**src/rtl/ptq_defines.svh**
```systemverilog
// constants for the pass-through command queue
`ifndef PTQ_DEFINES_SVH
`define PTQ_DEFINES_SVH
`define PTQ_BLK_WORDS      250
`define PTQ_LAST_WORD      249
`define PTQ_ACK_LAST_WORD  247
`define PTQ_ID_DOUT        16'h2708
`define PTQ_ID_PULSE       16'h2709
`define PTQ_ID_TRAIN       16'h270a
`define PTQ_ID_TIME        16'h270b
`define PTQ_FN_DOUT        8'h16
`define PTQ_FN_PULSE       8'h19
`define PTQ_FN_TRAIN       8'h1a
`define PTQ_FN_TIME        8'h20
`define PTQ_PULSE_POINT_W  18
`define PTQ_ARG_WORDS      17
`endif

```
**src/rtl/ptq_pkg.sv**
```systemverilog
// types for the pass-through command queue
package ptq_pkg;
  typedef struct packed {
    logic [7:0]       func;
    logic [16:0][15:0] args;
  } ptq_cmd_s;
  typedef enum logic [2:0] {
    PTQ_IDLE = 3'b001,
    PTQ_SEND = 3'b010,
    PTQ_WAIT = 3'b100
  } ptq_state_e;
  typedef struct packed {
    logic        write;
    logic [15:0] addr;
    logic [15:0] data;
  } ptq_db_wr_s;
endpackage

```
**src/rtl/ptq_pass_through_queue.sv**
```systemverilog
// pass-through command queue between serial slave port and host controller
`timescale 1ns/10ps
`include "ptq_defines.svh"
module ptq_pass_through_queue #(
  parameter int DEPTH = 4
) (
  input  wire logic              clk_in,
  input  wire logic              rst_n_in,
  input  wire logic              cmd_valid_in,
  input  wire ptq_pkg::ptq_cmd_s cmd_in,
  output logic                   cmd_ready_out,
  input  wire logic              mst_wr_valid_in,
  input  wire ptq_pkg::ptq_db_wr_s mst_wr_in,
  input  wire logic              mst_rd_valid_in,
  input  wire logic [15:0]       mst_rd_addr_in,
  input  wire logic [15:0]       db_rd_data_in,
  output logic                   mst_rd_valid_out,
  output logic [15:0]            mst_rd_data_out,
  output ptq_pkg::ptq_db_wr_s    db_wr_out,
  output logic [15:0]            db_rd_addr_out,
  input  wire logic              hw_handshake_enable_in,
  input  wire logic              clear_to_send_in,
  output logic                   request_to_send_out,
  input  wire logic              blk_rd_req_in,
  input  wire logic [7:0]        blk_word_idx_in,
  output logic                   blk_valid_out,
  output logic [15:0]            blk_word_out,
  input  wire logic              ack_valid_in,
  input  wire logic [15:0]       ack_word0_in,
  output logic                   ack_taken_out
);
  localparam int AW = $clog2(DEPTH);

  logic                   rst_meta;
  logic                   rst_n;
  ptq_pkg::ptq_cmd_s      mem [DEPTH];
  logic [AW:0]            rd_ptr;
  logic [AW:0]            wr_ptr;
  logic [AW:0]            next_rd_ptr;
  logic [AW:0]            next_wr_ptr;
  logic                   empty;
  logic                   full;
  logic                   push;
  logic                   pop;
  logic                   cmd_ok;
  ptq_pkg::ptq_cmd_s      head;
  logic [15:0]            head_id;
  logic [15:0]            next_blk_word;
  logic                   next_rd_valid;
  logic [15:0]            next_rd_data;
  ptq_pkg::ptq_db_wr_s    next_db_wr;
  logic                   next_ack_taken;

  always_ff @(posedge clk_in or negedge rst_n_in)
  begin
    if (!rst_n_in)
    begin
      rst_meta <= 1'b0;
      rst_n    <= 1'b0;
    end
    else
    begin
      rst_meta <= 1'b1;
      rst_n    <= rst_meta;
    end
  end

  // only the four pass-through functions are queued
  always_comb
  begin
    cmd_ok = (cmd_in.func == `PTQ_FN_DOUT) || (cmd_in.func == `PTQ_FN_PULSE) ||
             (cmd_in.func == `PTQ_FN_TRAIN) || (cmd_in.func == `PTQ_FN_TIME);
  end

  assign empty         = (rd_ptr == wr_ptr);
  assign full          = (rd_ptr[AW-1:0] == wr_ptr[AW-1:0]) && (rd_ptr[AW] != wr_ptr[AW]);
  assign cmd_ready_out = !full;
  assign push          = cmd_valid_in && !full && cmd_ok;
  assign head          = mem[rd_ptr[AW-1:0]];
  assign blk_valid_out = !empty;

  // block id from function code
  always_comb
  begin
    case (head.func)
      `PTQ_FN_DOUT:  head_id = `PTQ_ID_DOUT;
      `PTQ_FN_PULSE: head_id = `PTQ_ID_PULSE;
      `PTQ_FN_TRAIN: head_id = `PTQ_ID_TRAIN;
      `PTQ_FN_TIME:  head_id = `PTQ_ID_TIME;
      default:       head_id = 16'h0000;
    endcase
  end

  // acknowledge matching head pops it; a mismatch leaves head presented
  assign pop = ack_valid_in && !empty && (ack_word0_in == head_id);

  always_comb
  begin
    next_wr_ptr    = push ? wr_ptr + 1'b1 : wr_ptr;
    next_rd_ptr    = pop ? rd_ptr + 1'b1 : rd_ptr;
    next_ack_taken = pop;
  end

  always_ff @(posedge clk_in or negedge rst_n)
  begin
    if (!rst_n)
    begin
      wr_ptr        <= '0;
      rd_ptr        <= '0;
      ack_taken_out <= 1'b0;
    end
    else
    begin
      wr_ptr        <= next_wr_ptr;
      rd_ptr        <= next_rd_ptr;
      ack_taken_out <= next_ack_taken;
    end
  end

  always_ff @(posedge clk_in)
  begin
    if (push)
    begin
      mem[wr_ptr[AW-1:0]] <= cmd_in;
    end
  end

  // word of the head block, one cycle after request
  always_comb
  begin
    next_blk_word = 16'h0000;
    if (blk_rd_req_in && !empty)
    begin
      if (blk_word_idx_in == 8'h01 || blk_word_idx_in == 8'(`PTQ_LAST_WORD))
      begin
        next_blk_word = head_id;
      end
      else if (blk_word_idx_in >= 8'h02 && blk_word_idx_in <= 8'h12)
      begin
        // argument slots fill words 2..18 in order, unused slots sent as zero
        next_blk_word = head.args[5'(blk_word_idx_in - 8'h02)];
        if (head.func == `PTQ_FN_DOUT && blk_word_idx_in > 8'h05)
        begin
          next_blk_word = 16'h0000;
        end
        if (head.func == `PTQ_FN_TRAIN && blk_word_idx_in > 8'h06)
        begin
          next_blk_word = 16'h0000;
        end
        if (head.func == `PTQ_FN_TIME && blk_word_idx_in > 8'h07)
        begin
          next_blk_word = 16'h0000;
        end
      end
    end
  end

  // slave port: writes go to database, reads answered from database
  always_comb
  begin
    next_db_wr    = mst_wr_in;
    next_db_wr.write = mst_wr_valid_in;
    next_rd_valid = mst_rd_valid_in &&
                    (!hw_handshake_enable_in || clear_to_send_in);
    next_rd_data  = db_rd_data_in;
  end

  assign db_rd_addr_out      = mst_rd_addr_in;
  // with handshake on, request-to-send follows pending reply, sent once clear
  assign request_to_send_out = hw_handshake_enable_in ? mst_rd_valid_in : 1'b0;

  always_ff @(posedge clk_in or negedge rst_n)
  begin
    if (!rst_n)
    begin
      blk_word_out     <= 16'h0000;
      mst_rd_valid_out <= 1'b0;
      mst_rd_data_out  <= 16'h0000;
      db_wr_out        <= '0;
    end
    else
    begin
      blk_word_out     <= next_blk_word;
      mst_rd_valid_out <= next_rd_valid;
      mst_rd_data_out  <= next_rd_data;
      db_wr_out        <= next_db_wr;
    end
  end
endmodule

```
**config.mk**
```make
export PLATFORM = sky130hd
export DESIGN_NAME = ptq_pass_through_queue
export DESIGN_NICKNAME = d
export VERILOG_FILES = /design/src/rtl/ptq_pkg.sv /design/src/rtl/ptq_pass_through_queue.sv
export VERILOG_INCLUDE_DIRS = /design/src /design/src/rtl
export SDC_FILE = /design/constraint.sdc
export NUM_CORES = 1
export LEC_CHECK = 0
export BUFFER_PORTS_ARGS = -buffer_cell sky130_fd_sc_hd__buf_2
export CORE_UTILIZATION = 45
export DETAILED_ROUTE_END_ITERATION = 10
export SLEW_MARGIN = 15
export SYNTH_ARGS = -nofsm -noshare
export SYNTH_HDL_FRONTEND = slang
export SYNTH_SLANG_ARGS = --single-unit
```
**constraint.sdc**
```tcl
create_clock -name clk_in -period 3.95 [get_ports clk_in]
set_input_delay 1.185 -clock clk_in [delete_from_list [all_inputs] [get_ports clk_in]]
set_output_delay 1.185 -clock clk_in [all_outputs]
set_load 0.005 [all_outputs]
```
==> run_results.csv, run 1 <==
group,metric,value,unit
pwr,power.leakage,17.4,nW
cts,cts_hold_buf,0,
worst_setup_path,path_buf_inv,1,
timing,setup_viol,0,
placed_design,io_buffers,430,
pwr,p_sw,0.00503,W
timing,min_period_over_period,86.8,%
global_routing,grt_pass1_vias,22409,
cts,h-tree-depth,3,
finish,drive_gt1_share,41.4,%
global_routing,antenna_found_initial,64,
timing,hold_violations,0,
die,coreArea,0.0990,mm^2
die,dieArea,0.102,mm^2
cts,cts_setup_buffers,0,
job,cap_violations,0,
detailed_routing,initialDrtViolationCount,1616,
timing,grt_setup_unrepaired,"false",
worst_setup_path,worst_r2r_endpoint,"blk_word_out[7]$_DFF_PN0_",
worst_setup_path,crit_required,2760,ps
cts,tritoncts,"yes",
detailed_routing,viasPerCell,5.59,
worst_setup_path,worst-setup-path-type,"flop to output port",
die,die-width,319,um
cts,clockRootBuffer,"clkbuf_16",
synth,synth_fa_ha_area_share,0.221,%
synth,ys_warn_count,0,
timing,finalMaxSlewViolations,0,
cts,cts_buffers,120,
pwr,p_clk_share,42.5,%
global_routing,grt_pass1_wl,151,mm
placed_design,dp_cells,3553,
worst_setup_path,cp-start-kind,"flop",
synth,synth_compound_area_share,0.966,%
worst_setup_path,cp_max_fo,26,
synth,syn_nets,2248,
timing,hold_ws,281,ps
pwr,power.density,479,mW/mm^2
detailed_routing,drtAntennaViolNets,0,
synth,synth_cell_types,50,
detailed_routing,avgRoutedWirePerCell,27.0,um
synth,netlist_area,0.0452,mm^2
worst_setup_path,slowest_delay,670,ps
pwr,pwr-share-comb,2.8,%
cts,cts_sinks,1195,
synth,synth.ff_latch_count,1195,
cts,cts-resized-gates,0,
timing,slew_headroom,28.1,%
synth,yosysSeqAreaShare,78.6,%
global_routing,grt_max_degree,99,
timing,skew,33.0,ps
worst_setup_path,r2r_setup_slack,740,ps
die,die-height,319,um
worst_setup_path,startpoint,"rd_ptr[1]$_DFFE_PN0P_",
timing,tns,0,ps
finish,area_delta_synth_final,17.9,%
synth,ys.flop_type,"edfxtp_1",
status,status,"finished clean",
worst_setup_path,worstSetupPathDepth,4,
synth,synth_edf_count,1120,
timing,worst_pin_slew,1080,ps
cts,path_clk_slew,60,ps
cts,clk_latency,700,ps
pwr,peakVddDrop,0.426,mV
worst_setup_path,path_delay_family,"flip-flops",
synth,avgSynthCellArea,24.3,um^2
pwr,p_sw_share,19.7,%
worst_setup_path,cp_slowest_cell,"dfrtp_4",
pwr,total_power,0.0255,W
worst_setup_path,r2r_cells,8,
synth,synthXorXnorAreaFrac,0.233,%
pwr,seqPwrFrac,54.7,%
timing,fmax,292,MHz
detailed_routing,dr.pass1.iters,5,
global_routing,overflow,0,
synth,ys_async_sr_fraction,6.28,%
worst_setup_path,worstPathArrival,2250,ps
cts,clock_path_buffers,3,
worst_setup_path,cp-end-kind,"output port",
finish,instances_no_fill,3790,
global_routing,track_usage,20.4,%
die,rows,115,
finish,fillers,7612,
worst_setup_path,critPathCapture,"blk_valid_out",
die,ios,464,
hold_path,hp-class,"input pin to async pin",
synth,synthCells,1862,
worst_setup_path,crit_chain,"xor2_1 > nor2_1 > nand2_1 > buf_2",
synth,synth_top_family_by_area,"multiplexers",
finish,nets,2774,
synth,synthMuxAreaShare,17.5,%
timing,min_period,3430,ps
detailed_routing,drc,0,
placed_design,hpwlAfterDp,66.6,mm
worst_setup_path,rr_startpoint,"rd_ptr[0]$_DFFE_PN0P_",
placed_design,gp_congestion,0.813,
detailed_routing,vias,21196,
synth,synth-simple-area-share,1.18,%
detailed_routing,routed_wl,102,mm
pwr,p_int,0.0205,W
die,start_util,45.6,%
cell families after synthesis:
group	Yosys count
muxes	365
DFF	1195
xor gates and xnor gates	12
and+or+nand+nor	106
other	1
buffers and inverters	111
adders and majority gates	8
AOI/OAI and AO/OA	64
metal layers:
layer | global-route usage [%] | routed length, um
met5 | 0 | 389
met4 | 5.21 | 2090
met3 | 6.01 | 8230
met2 | 33.4 | 51200
met1 | 26.7 | 40400
area by class of cell:
type                            count  area, um^2  share of cell area [%]
Tap cell                         1287        1610                    3.02
Inverter                            8        32.5                  0.0611
Sequential cell                  1195       35500                    66.7
Timing Repair Buffer              507        3150                    5.91
Multi-Input combinational cell    556        9130                    17.1
Clock buffer                      166        3360                    6.30
Antenna cell                       17        42.5                  0.0799
Clock inverter                     54         433                   0.813
power by group through the flow:
stage | sequential [W] | combinational (W) | clock [W]
6_report | 0.0140 | 0.000727 | 0.0108
5_1_grt | 0.0140 | 0.000795 | 0.0116
4_1_cts | 0.0140 | 0.000739 | 0.0111
3_5_place_dp | 0.0142 | 0.000736 | 0
3_3_place_gp | 0.0142 | 0.000702 | 0
2_1_floorplan | 0.0142 | 0.000260 | 0
synthesized netlist by cell type (all sizes together), types with 6 or more instances:
master | instances | area share, %
inv | 8 | 0.066
a21oi | 24 | 0.27
edfxtp | 1120 | 74
ha | 8 | 0.22
and2 | 6 | 0.083
o22ai | 11 | 0.15
xor2 | 7 | 0.14
dfrtp | 75 | 4.2
nand2 | 32 | 0.27
mux2i | 25 | 0.55
clkbuf | 24 | 0.20
a2111oi | 6 | 0.16
buf | 79 | 1.1
mux4 | 339 | 17
nor2 | 31 | 0.26
registers in the layout (all words and copies together), names as in the netlist, 3 cells and up:
register         count
mem               1120
db_wr_out           33
blk_word_out        16
wr_ptr               3
rd_ptr               3
mst_rd_data_out     16
worst reg2reg max path, stage by stage (launching register included):
cell	delay (ps)
dfrtp_4	590
buf_12	350
buf_12	370
mux4_2	660
mux4_2	520
mux2i_1	290
o22ai_1	140
a21oi_1	130
nor2_1	50
placed cells by master (no fill, tap or decap), drive strengths merged, types with 3 or more instances in the layout:
cell type  count
edfxtp      1120
mux2i         25
bufinv         6
nand2b         3
clkbuf       166
xnor2          5
diode         17
nor4           4
a22oi          3
buf          507
o21ai          3
xor2           7
a2111oi        6
mux4         339
nor2b          3
nor4b          3
clkinv        44
nand3          5
o211ai         5
dfrtp         75
nor3           4
inv           10
a21oi         24
o22ai         11
and3           4
ha             8
nand2         32
nor2          31
and2           6
worst min path at each step:
stage,from,endpoint,slack [ps],cells past startpoint
2_1_floorplan,rst_meta$_DFF_PN0_,rst_n$_DFF_PN0_,330,0
4_1_cts,rst_n_in,rst_n$_DFF_PN0_,230,1
5_1_grt,rst_n_in,rst_n$_DFF_PN0_,250,1
3_3_place_gp,rst_meta$_DFF_PN0_,rst_n$_DFF_PN0_,340,0
6_report,rst_n_in,rst_n$_DFF_PN0_,280,1
3_5_place_dp,rst_meta$_DFF_PN0_,rst_n$_DFF_PN0_,340,0
per-stage QoR:
step,instance area [um^2],utilization (%),setup slack [ps]
finish,53300,53.8,520
detailed placement,49400,49.9,363
global route,53200,53.8,410
CTS,53200,53.8,442
floorplan,45200,-,-384
global placement,49400,49.9,375
Power figures use the tool's default switching activity.
==> run 2, diff against run 1 <==
- CORE_UTILIZATION: 45 -> 55
- PLACE_DENSITY: unset -> 0.75
==> run 2 against run 1 <==
Sequential share of layout area about the same. Combinational power is 2% higher. Register-to-register slack worse by 30 ps. Largest cell class unchanged. Clock skew rose by 2.9 ps. Design area about the same. Critical path depth rose by 1. Hold slack improved by 23 ps. Largest power group unchanged. Critical endpoint unchanged. Worst setup slack got worse by 42 ps. Sequential cell count is the same.
==> run_results.csv, run 2 (same netlist as run 1, synthesis figures left out) <==
group,metric,value,unit
status,status,"finished clean",
cts,cts_sinks,1195,
finish,area_delta_synth_final,17.9,%
timing,worst_pin_slew,1050,ps
finish,largest_reg_flops,1120,
worst_setup_path,worst-setup-path-type,"flop to output port",
pwr,power.leakage,17.5,nW
placed_design,hpwlAfterDp,64.0,mm
cts,path_clk_slew,60,ps
global_routing,grt_pass1_wl,144,mm
detailed_routing,vias,21395,
die,rows,104,
worst_setup_path,worst_r2r_endpoint,"blk_word_out[12]$_DFF_PN0_",
finish,fin_area,0.0533,mm^2
timing,fmax,288,MHz
finish,final_common_cell,"edfxtp_1",
global_routing,met1_usage,30.9,%
cts,h-tree-depth,3,
pwr,p_int,0.0209,W
cts,cts_buffers,115,
timing,skew,36.0,ps
timing,finalMaxSlewViolations,0,
pwr,total_power,0.0260,W
global_routing,met3_usage,7.25,%
timing,slew_headroom,29.8,%
timing,hold_violations,0,
die,die-width,289,um
cts,tritoncts,"yes",
die,coreArea,0.0809,mm^2
cts,cts_hold_buf,0,
pwr,pwr-share-comb,2.8,%
worst_setup_path,critPathCapture,"blk_valid_out",
worst_setup_path,cp_max_fo,14,
global_routing,grt_max_degree,84,
pwr,seqPwrFrac,53.7,%
finish,final_cell_mix,"1,120 x edfxtp_1, 429 x buf_2, 339 x mux4_2, 117 x clkbuf_16, 72 x dfrtp_1",
timing,setup_viol,0,
global_routing,overflow,0,
pwr,p_sw,0.00511,W
placed_design,placed_cell_area,0.0492,mm^2
finish,drive_gt1_share,42.1,%
die,start_util,55.8,%
cts,clock_path_buffers,3,
finish,nets,2771,
detailed_routing,initialDrtViolationCount,1897,
placed_design,gp_congestion,0.799,
pwr,power.density,488,mW/mm^2
global_routing,grt_pass1_vias,22479,
finish,utilization,65.8,%
pwr,peakVddDrop,0.521,mV
detailed_routing,dr.pass1.iters,5,
global_routing,grt_busiest_layer,"met2",
timing,min_period,3470,ps
cts,clockRootBuffer,"clkbuf_16",
detailed_routing,drc,0,
die,die-height,289,um
cts,cts-resized-gates,0,
global_routing,antenna_found_initial,72,
placed_design,io_buffers,430,
detailed_routing,drtAntennaViolNets,0,
finish,multiInputGateArea,0.00913,mm^2
job,cap_violations,0,
worst_setup_path,r2r_setup_slack,710,ps
worst_setup_path,worstPathArrival,2290,ps
worst_setup_path,crit_required,2760,ps
finish,instances_no_fill,3580,
worst_setup_path,cp-end-kind,"output port",
global_routing,use_met2,39.3,%
finish,fillers,5111,
worst_setup_path,r2r_cells,8,
worst_setup_path,startpoint,"rd_ptr[0]$_DFFE_PN0P_",
pwr,p_clk_share,43.4,%
detailed_routing,avgRoutedWirePerCell,28.0,um
timing,min_period_over_period,87.9,%
hold_path,hp-class,"input pin to async pin",
die,dieArea,0.0833,mm^2
detailed_routing,viasPerCell,5.98,
finish,regArea,0.0355,mm^2
timing,grt_setup_unrepaired,"false",
worst_setup_path,cp-start-kind,"flop",
cts,clk_latency,680,ps
worst_setup_path,rr_startpoint,"rd_ptr[0]$_DFFE_PN0P_",
cts,cts_setup_buffers,0,
detailed_routing,routed_wl,100,mm
global_routing,track_usage,24.1,%
pwr,p_sw_share,19.7,%
die,ios,464,
placed_design,dp_cells,3328,
[run 2: cell count changes in the layout (fill, tap and decap cells not counted), sizes merged]
cell / previous run / this run
diode: 17 / 34
bufinv: 6 / 17
clkbuf: 166 / 136
buf: 507 / 509
clkinvlp: 2 / 4
inv: 10 / 12
clkinv: 44 / 57
[run 2: layer usage]
| layer | part of all wire, % | wire (um) | vias up |
|---|---|---|---|
| met5 | 0.35 | 351 | - |
| met4 | 3.0 | 3020 | 56 |
| met3 | 8.4 | 8480 | 236 |
| met2 | 51 | 51500 | 855 |
| met1 | 37 | 37100 | 11178 |
| li1 | - | - | 9070 |
[run 2: layout make-up]
class	instances	share of cell area (%)
repair buffers	509	6.00
multi-input cells	556	17.1
flip-flops and latches	1195	66.7
well taps	1060	2.49
clock buffers	136	5.72
diodes	34	0.160
inverters	8	0.0611
clock inverters	82	1.73
[run 2: power groups by stage]
stage | logic [W] | clock network [W] | registers (W)
2_1_floorplan | 0.000260 | 0 | 0.0142
3_3_place_gp | 0.000690 | 0 | 0.0142
3_5_place_dp | 0.000734 | 0 | 0.0142
4_1_cts | 0.000741 | 0.0115 | 0.0140
5_1_grt | 0.000796 | 0.0119 | 0.0140
6_report | 0.000740 | 0.0113 | 0.0140
[run 2: critical path, stage by stage (launching register included)]
cell,delay [ps]
dfrtp_4,630
buf_4,300
xor2_1,190
nor2_1,50
nand2_1,270
buf_2,180
[run 2: worst min-delay path by stage]
stage,cells after the start,to,slack [ps]
floorplan,0,rst_n$_DFF_PN0_,330
global placement,0,rst_n$_DFF_PN0_,340
detailed placement,0,rst_n$_DFF_PN0_,350
CTS,1,rst_meta$_DFF_PN0_,260
global route,1,rst_meta$_DFF_PN0_,270
finish,1,rst_meta$_DFF_PN0_,300
[run 2: per-stage QoR]
step           hold slack [ps]  setup slack (ps)  TNS (ps)
2_1_floorplan              331              -384   -422360
3_3_place_gp               342               406         0
3_5_place_dp               350               381         0
4_1_cts                    264               426         0
5_1_grt                    266               350         0
6_report                   305               478         0
==> run 3, diff against run 2 <==
- CORE_UTILIZATION: 55 -> 45
- PLACE_DENSITY: 0.75 -> unset
- REMOVE_ABC_BUFFERS: unset -> 1
==> run 3 against run 2 <==
Clock skew down 8.3 ps. Clock power hardly changed. Count of clock-buffer cells in the layout up 12. Via count decreased by 0.96%. First-iteration DRC count down 23%. Cell count up 6.6%. Critical path type unchanged.
==> run_results.csv, run 3 (same netlist as run 1, synthesis figures left out) <==
group,metric,value,unit
worst_setup_path,r2r_cells,9,
hold_path,hp-class,"input pin to async pin",
job,cap_violations,0,
placed_design,hpwlAfterDp,65.9,mm
cts,clockRootBuffer,"clkbuf_16",
worst_setup_path,r2r_setup_slack,630,ps
detailed_routing,drc,0,
die,ios,464,
timing,worst_pin_slew,598,ps
worst_setup_path,cp_max_fo,25,
die,dieArea,0.102,mm^2
global_routing,grt_max_degree,80,
die,die-width,319,um
finish,utilization,54.3,%
worst_setup_path,cp_slowest_cell,"dfrtp_4",
cts,cts-resized-gates,0,
global_routing,track_usage,20.0,%
cts,path_clk_slew,60,ps
placed_design,io_buffers,430,
timing,min_period,3430,ps
pwr,peakVddDrop,0.426,mV
cts,clk_latency,710,ps
finish,final_common_cell,"edfxtp_1",
global_routing,grt_pass1_wl,149,mm
worst_setup_path,crit_required,2760,ps
detailed_routing,routed_wl,100,mm
pwr,total_power,0.0258,W
worst_setup_path,crit_chain,"xor2_1 > nor2_1 > nand2_1 > buf_2",
worst_setup_path,path_buf_inv,1,
timing,setup_viol,0,
finish,final_cell_mix,"1,120 x edfxtp_1, 429 x buf_2, 339 x mux4_2, 124 x clkbuf_16, 72 x dfrtp_1",
detailed_routing,drtAntennaViolNets,0,
placed_design,gp_congestion,0.766,
worst_setup_path,cp-start-kind,"flop",
worst_setup_path,startpoint,"rd_ptr[1]$_DFFE_PN0P_",
pwr,power.density,480,mW/mm^2
cts,h-tree-depth,3,
cts,cts_hold_buf,0,
detailed_routing,dr.pass1.iters,4,
cts,clock_path_buffers,3,
timing,slew_headroom,60.2,%
timing,hold_violations,0,
worst_setup_path,worstPathArrival,2250,ps
finish,fin_area,0.0538,mm^2
cts,tritoncts,"yes",
worst_setup_path,path_delay_family,"flip-flops",
global_routing,overflow,0,
timing,min_period_over_period,86.9,%
detailed_routing,initialDrtViolationCount,1462,
detailed_routing,vias,21189,
timing,finalMaxSlewViolations,0,
status,status,"finished clean",
placed_design,placed_cell_area,0.0498,mm^2
worst_setup_path,cp-end-kind,"output port",
cts,cts_setup_buffers,0,
worst_setup_path,slowest_delay,810,ps
finish,largest_reg_flops,1120,
global_routing,antenna_found_initial,63,
detailed_routing,viasPerCell,5.55,
worst_setup_path,worst-setup-path-type,"flop to output port",
worst_setup_path,rr_startpoint,"rd_ptr[0]$_DFFE_PN0P_",
die,die-height,319,um
cts,cts_buffers,120,
pwr,power.leakage,17.7,nW
finish,nets,2799,
detailed_routing,avgRoutedWirePerCell,26.3,um
die,coreArea,0.0990,mm^2
global_routing,grt_pass1_vias,22624,
timing,grt_setup_unrepaired,"false",
die,rows,115,
timing,fmax,291,MHz
die,start_util,45.6,%
timing,skew,27.7,ps
finish,drive_gt1_share,42.6,%
finish,area_delta_synth_final,19.0,%
cts,cts_sinks,1195,
worst_setup_path,worst_r2r_endpoint,"blk_word_out[14]$_DFF_PN0_",
timing,tns,0,ps
run 3: cell types whose count changed in the layout (fill, tap and decap cells not counted), sizes merged:
cell	previous run	this run
bufinv	17	10
inv	12	11
clkinvlp	4	6
buf	509	532
diode	34	12
clkinv	57	61
clkbuf	136	148
run 3: through the flow:
stage               worst slack, ps  std cells  hold WS [ps]
floorplan                    -13460       1759           331
global placement                269       3578           325
detailed placement              298       3578           336
CTS                             438       3806           192
global route                    355       3813           206
finish                          517       3818           251
run 3: worst max-delay path by stage:
stage                                 endpoint  slack, ps  depth (start not counted)
after floorplan            mem[3][0]$_DFFE_PP_     -13460                          5
after global placement    mem[1][14]$_DFFE_PP_        270                          9
after detailed placement  mem[1][46]$_DFFE_PP_        300                          9
after CTS                        blk_valid_out        440                          4
after global routing             blk_valid_out        350                          4
final                            blk_valid_out        520                          4
run 3: area by class of cell:
type | count | area (um^2)
diodes | 12 | 30.0
clock buffers | 148 | 3210
clock inverters | 80 | 713
fillers | 7571 | 45200
inverters | 8 | 35.0
multi-input cells | 556 | 9130
flip-flops and latches | 1195 | 35500
well taps | 1287 | 1610
repair buffers | 532 | 3550
run 3: layer usage:
layer / part of all wire (%) / vias up / wire (um) / GRT usage [%]
met1: 39 / 11127 / 39500 / 25.4
li1: - / 9098 / - / -
met4: 2.6 / 66 / 2570 / 5.73
met5: 0.41 / - / 412 / 0
met3: 7.2 / 234 / 7230 / 5.93
met2: 50 / 664 / 50600 / 33.3
run 3: power by group:
group	total, W	internal, W	leakage [nW]	switching [W]
Clock	0.0111	0.00643	1.93	0.00467
Sequential	0.0139	0.0139	11.0	0.0000369
Combinational	0.000747	0.000310	4.78	0.000437
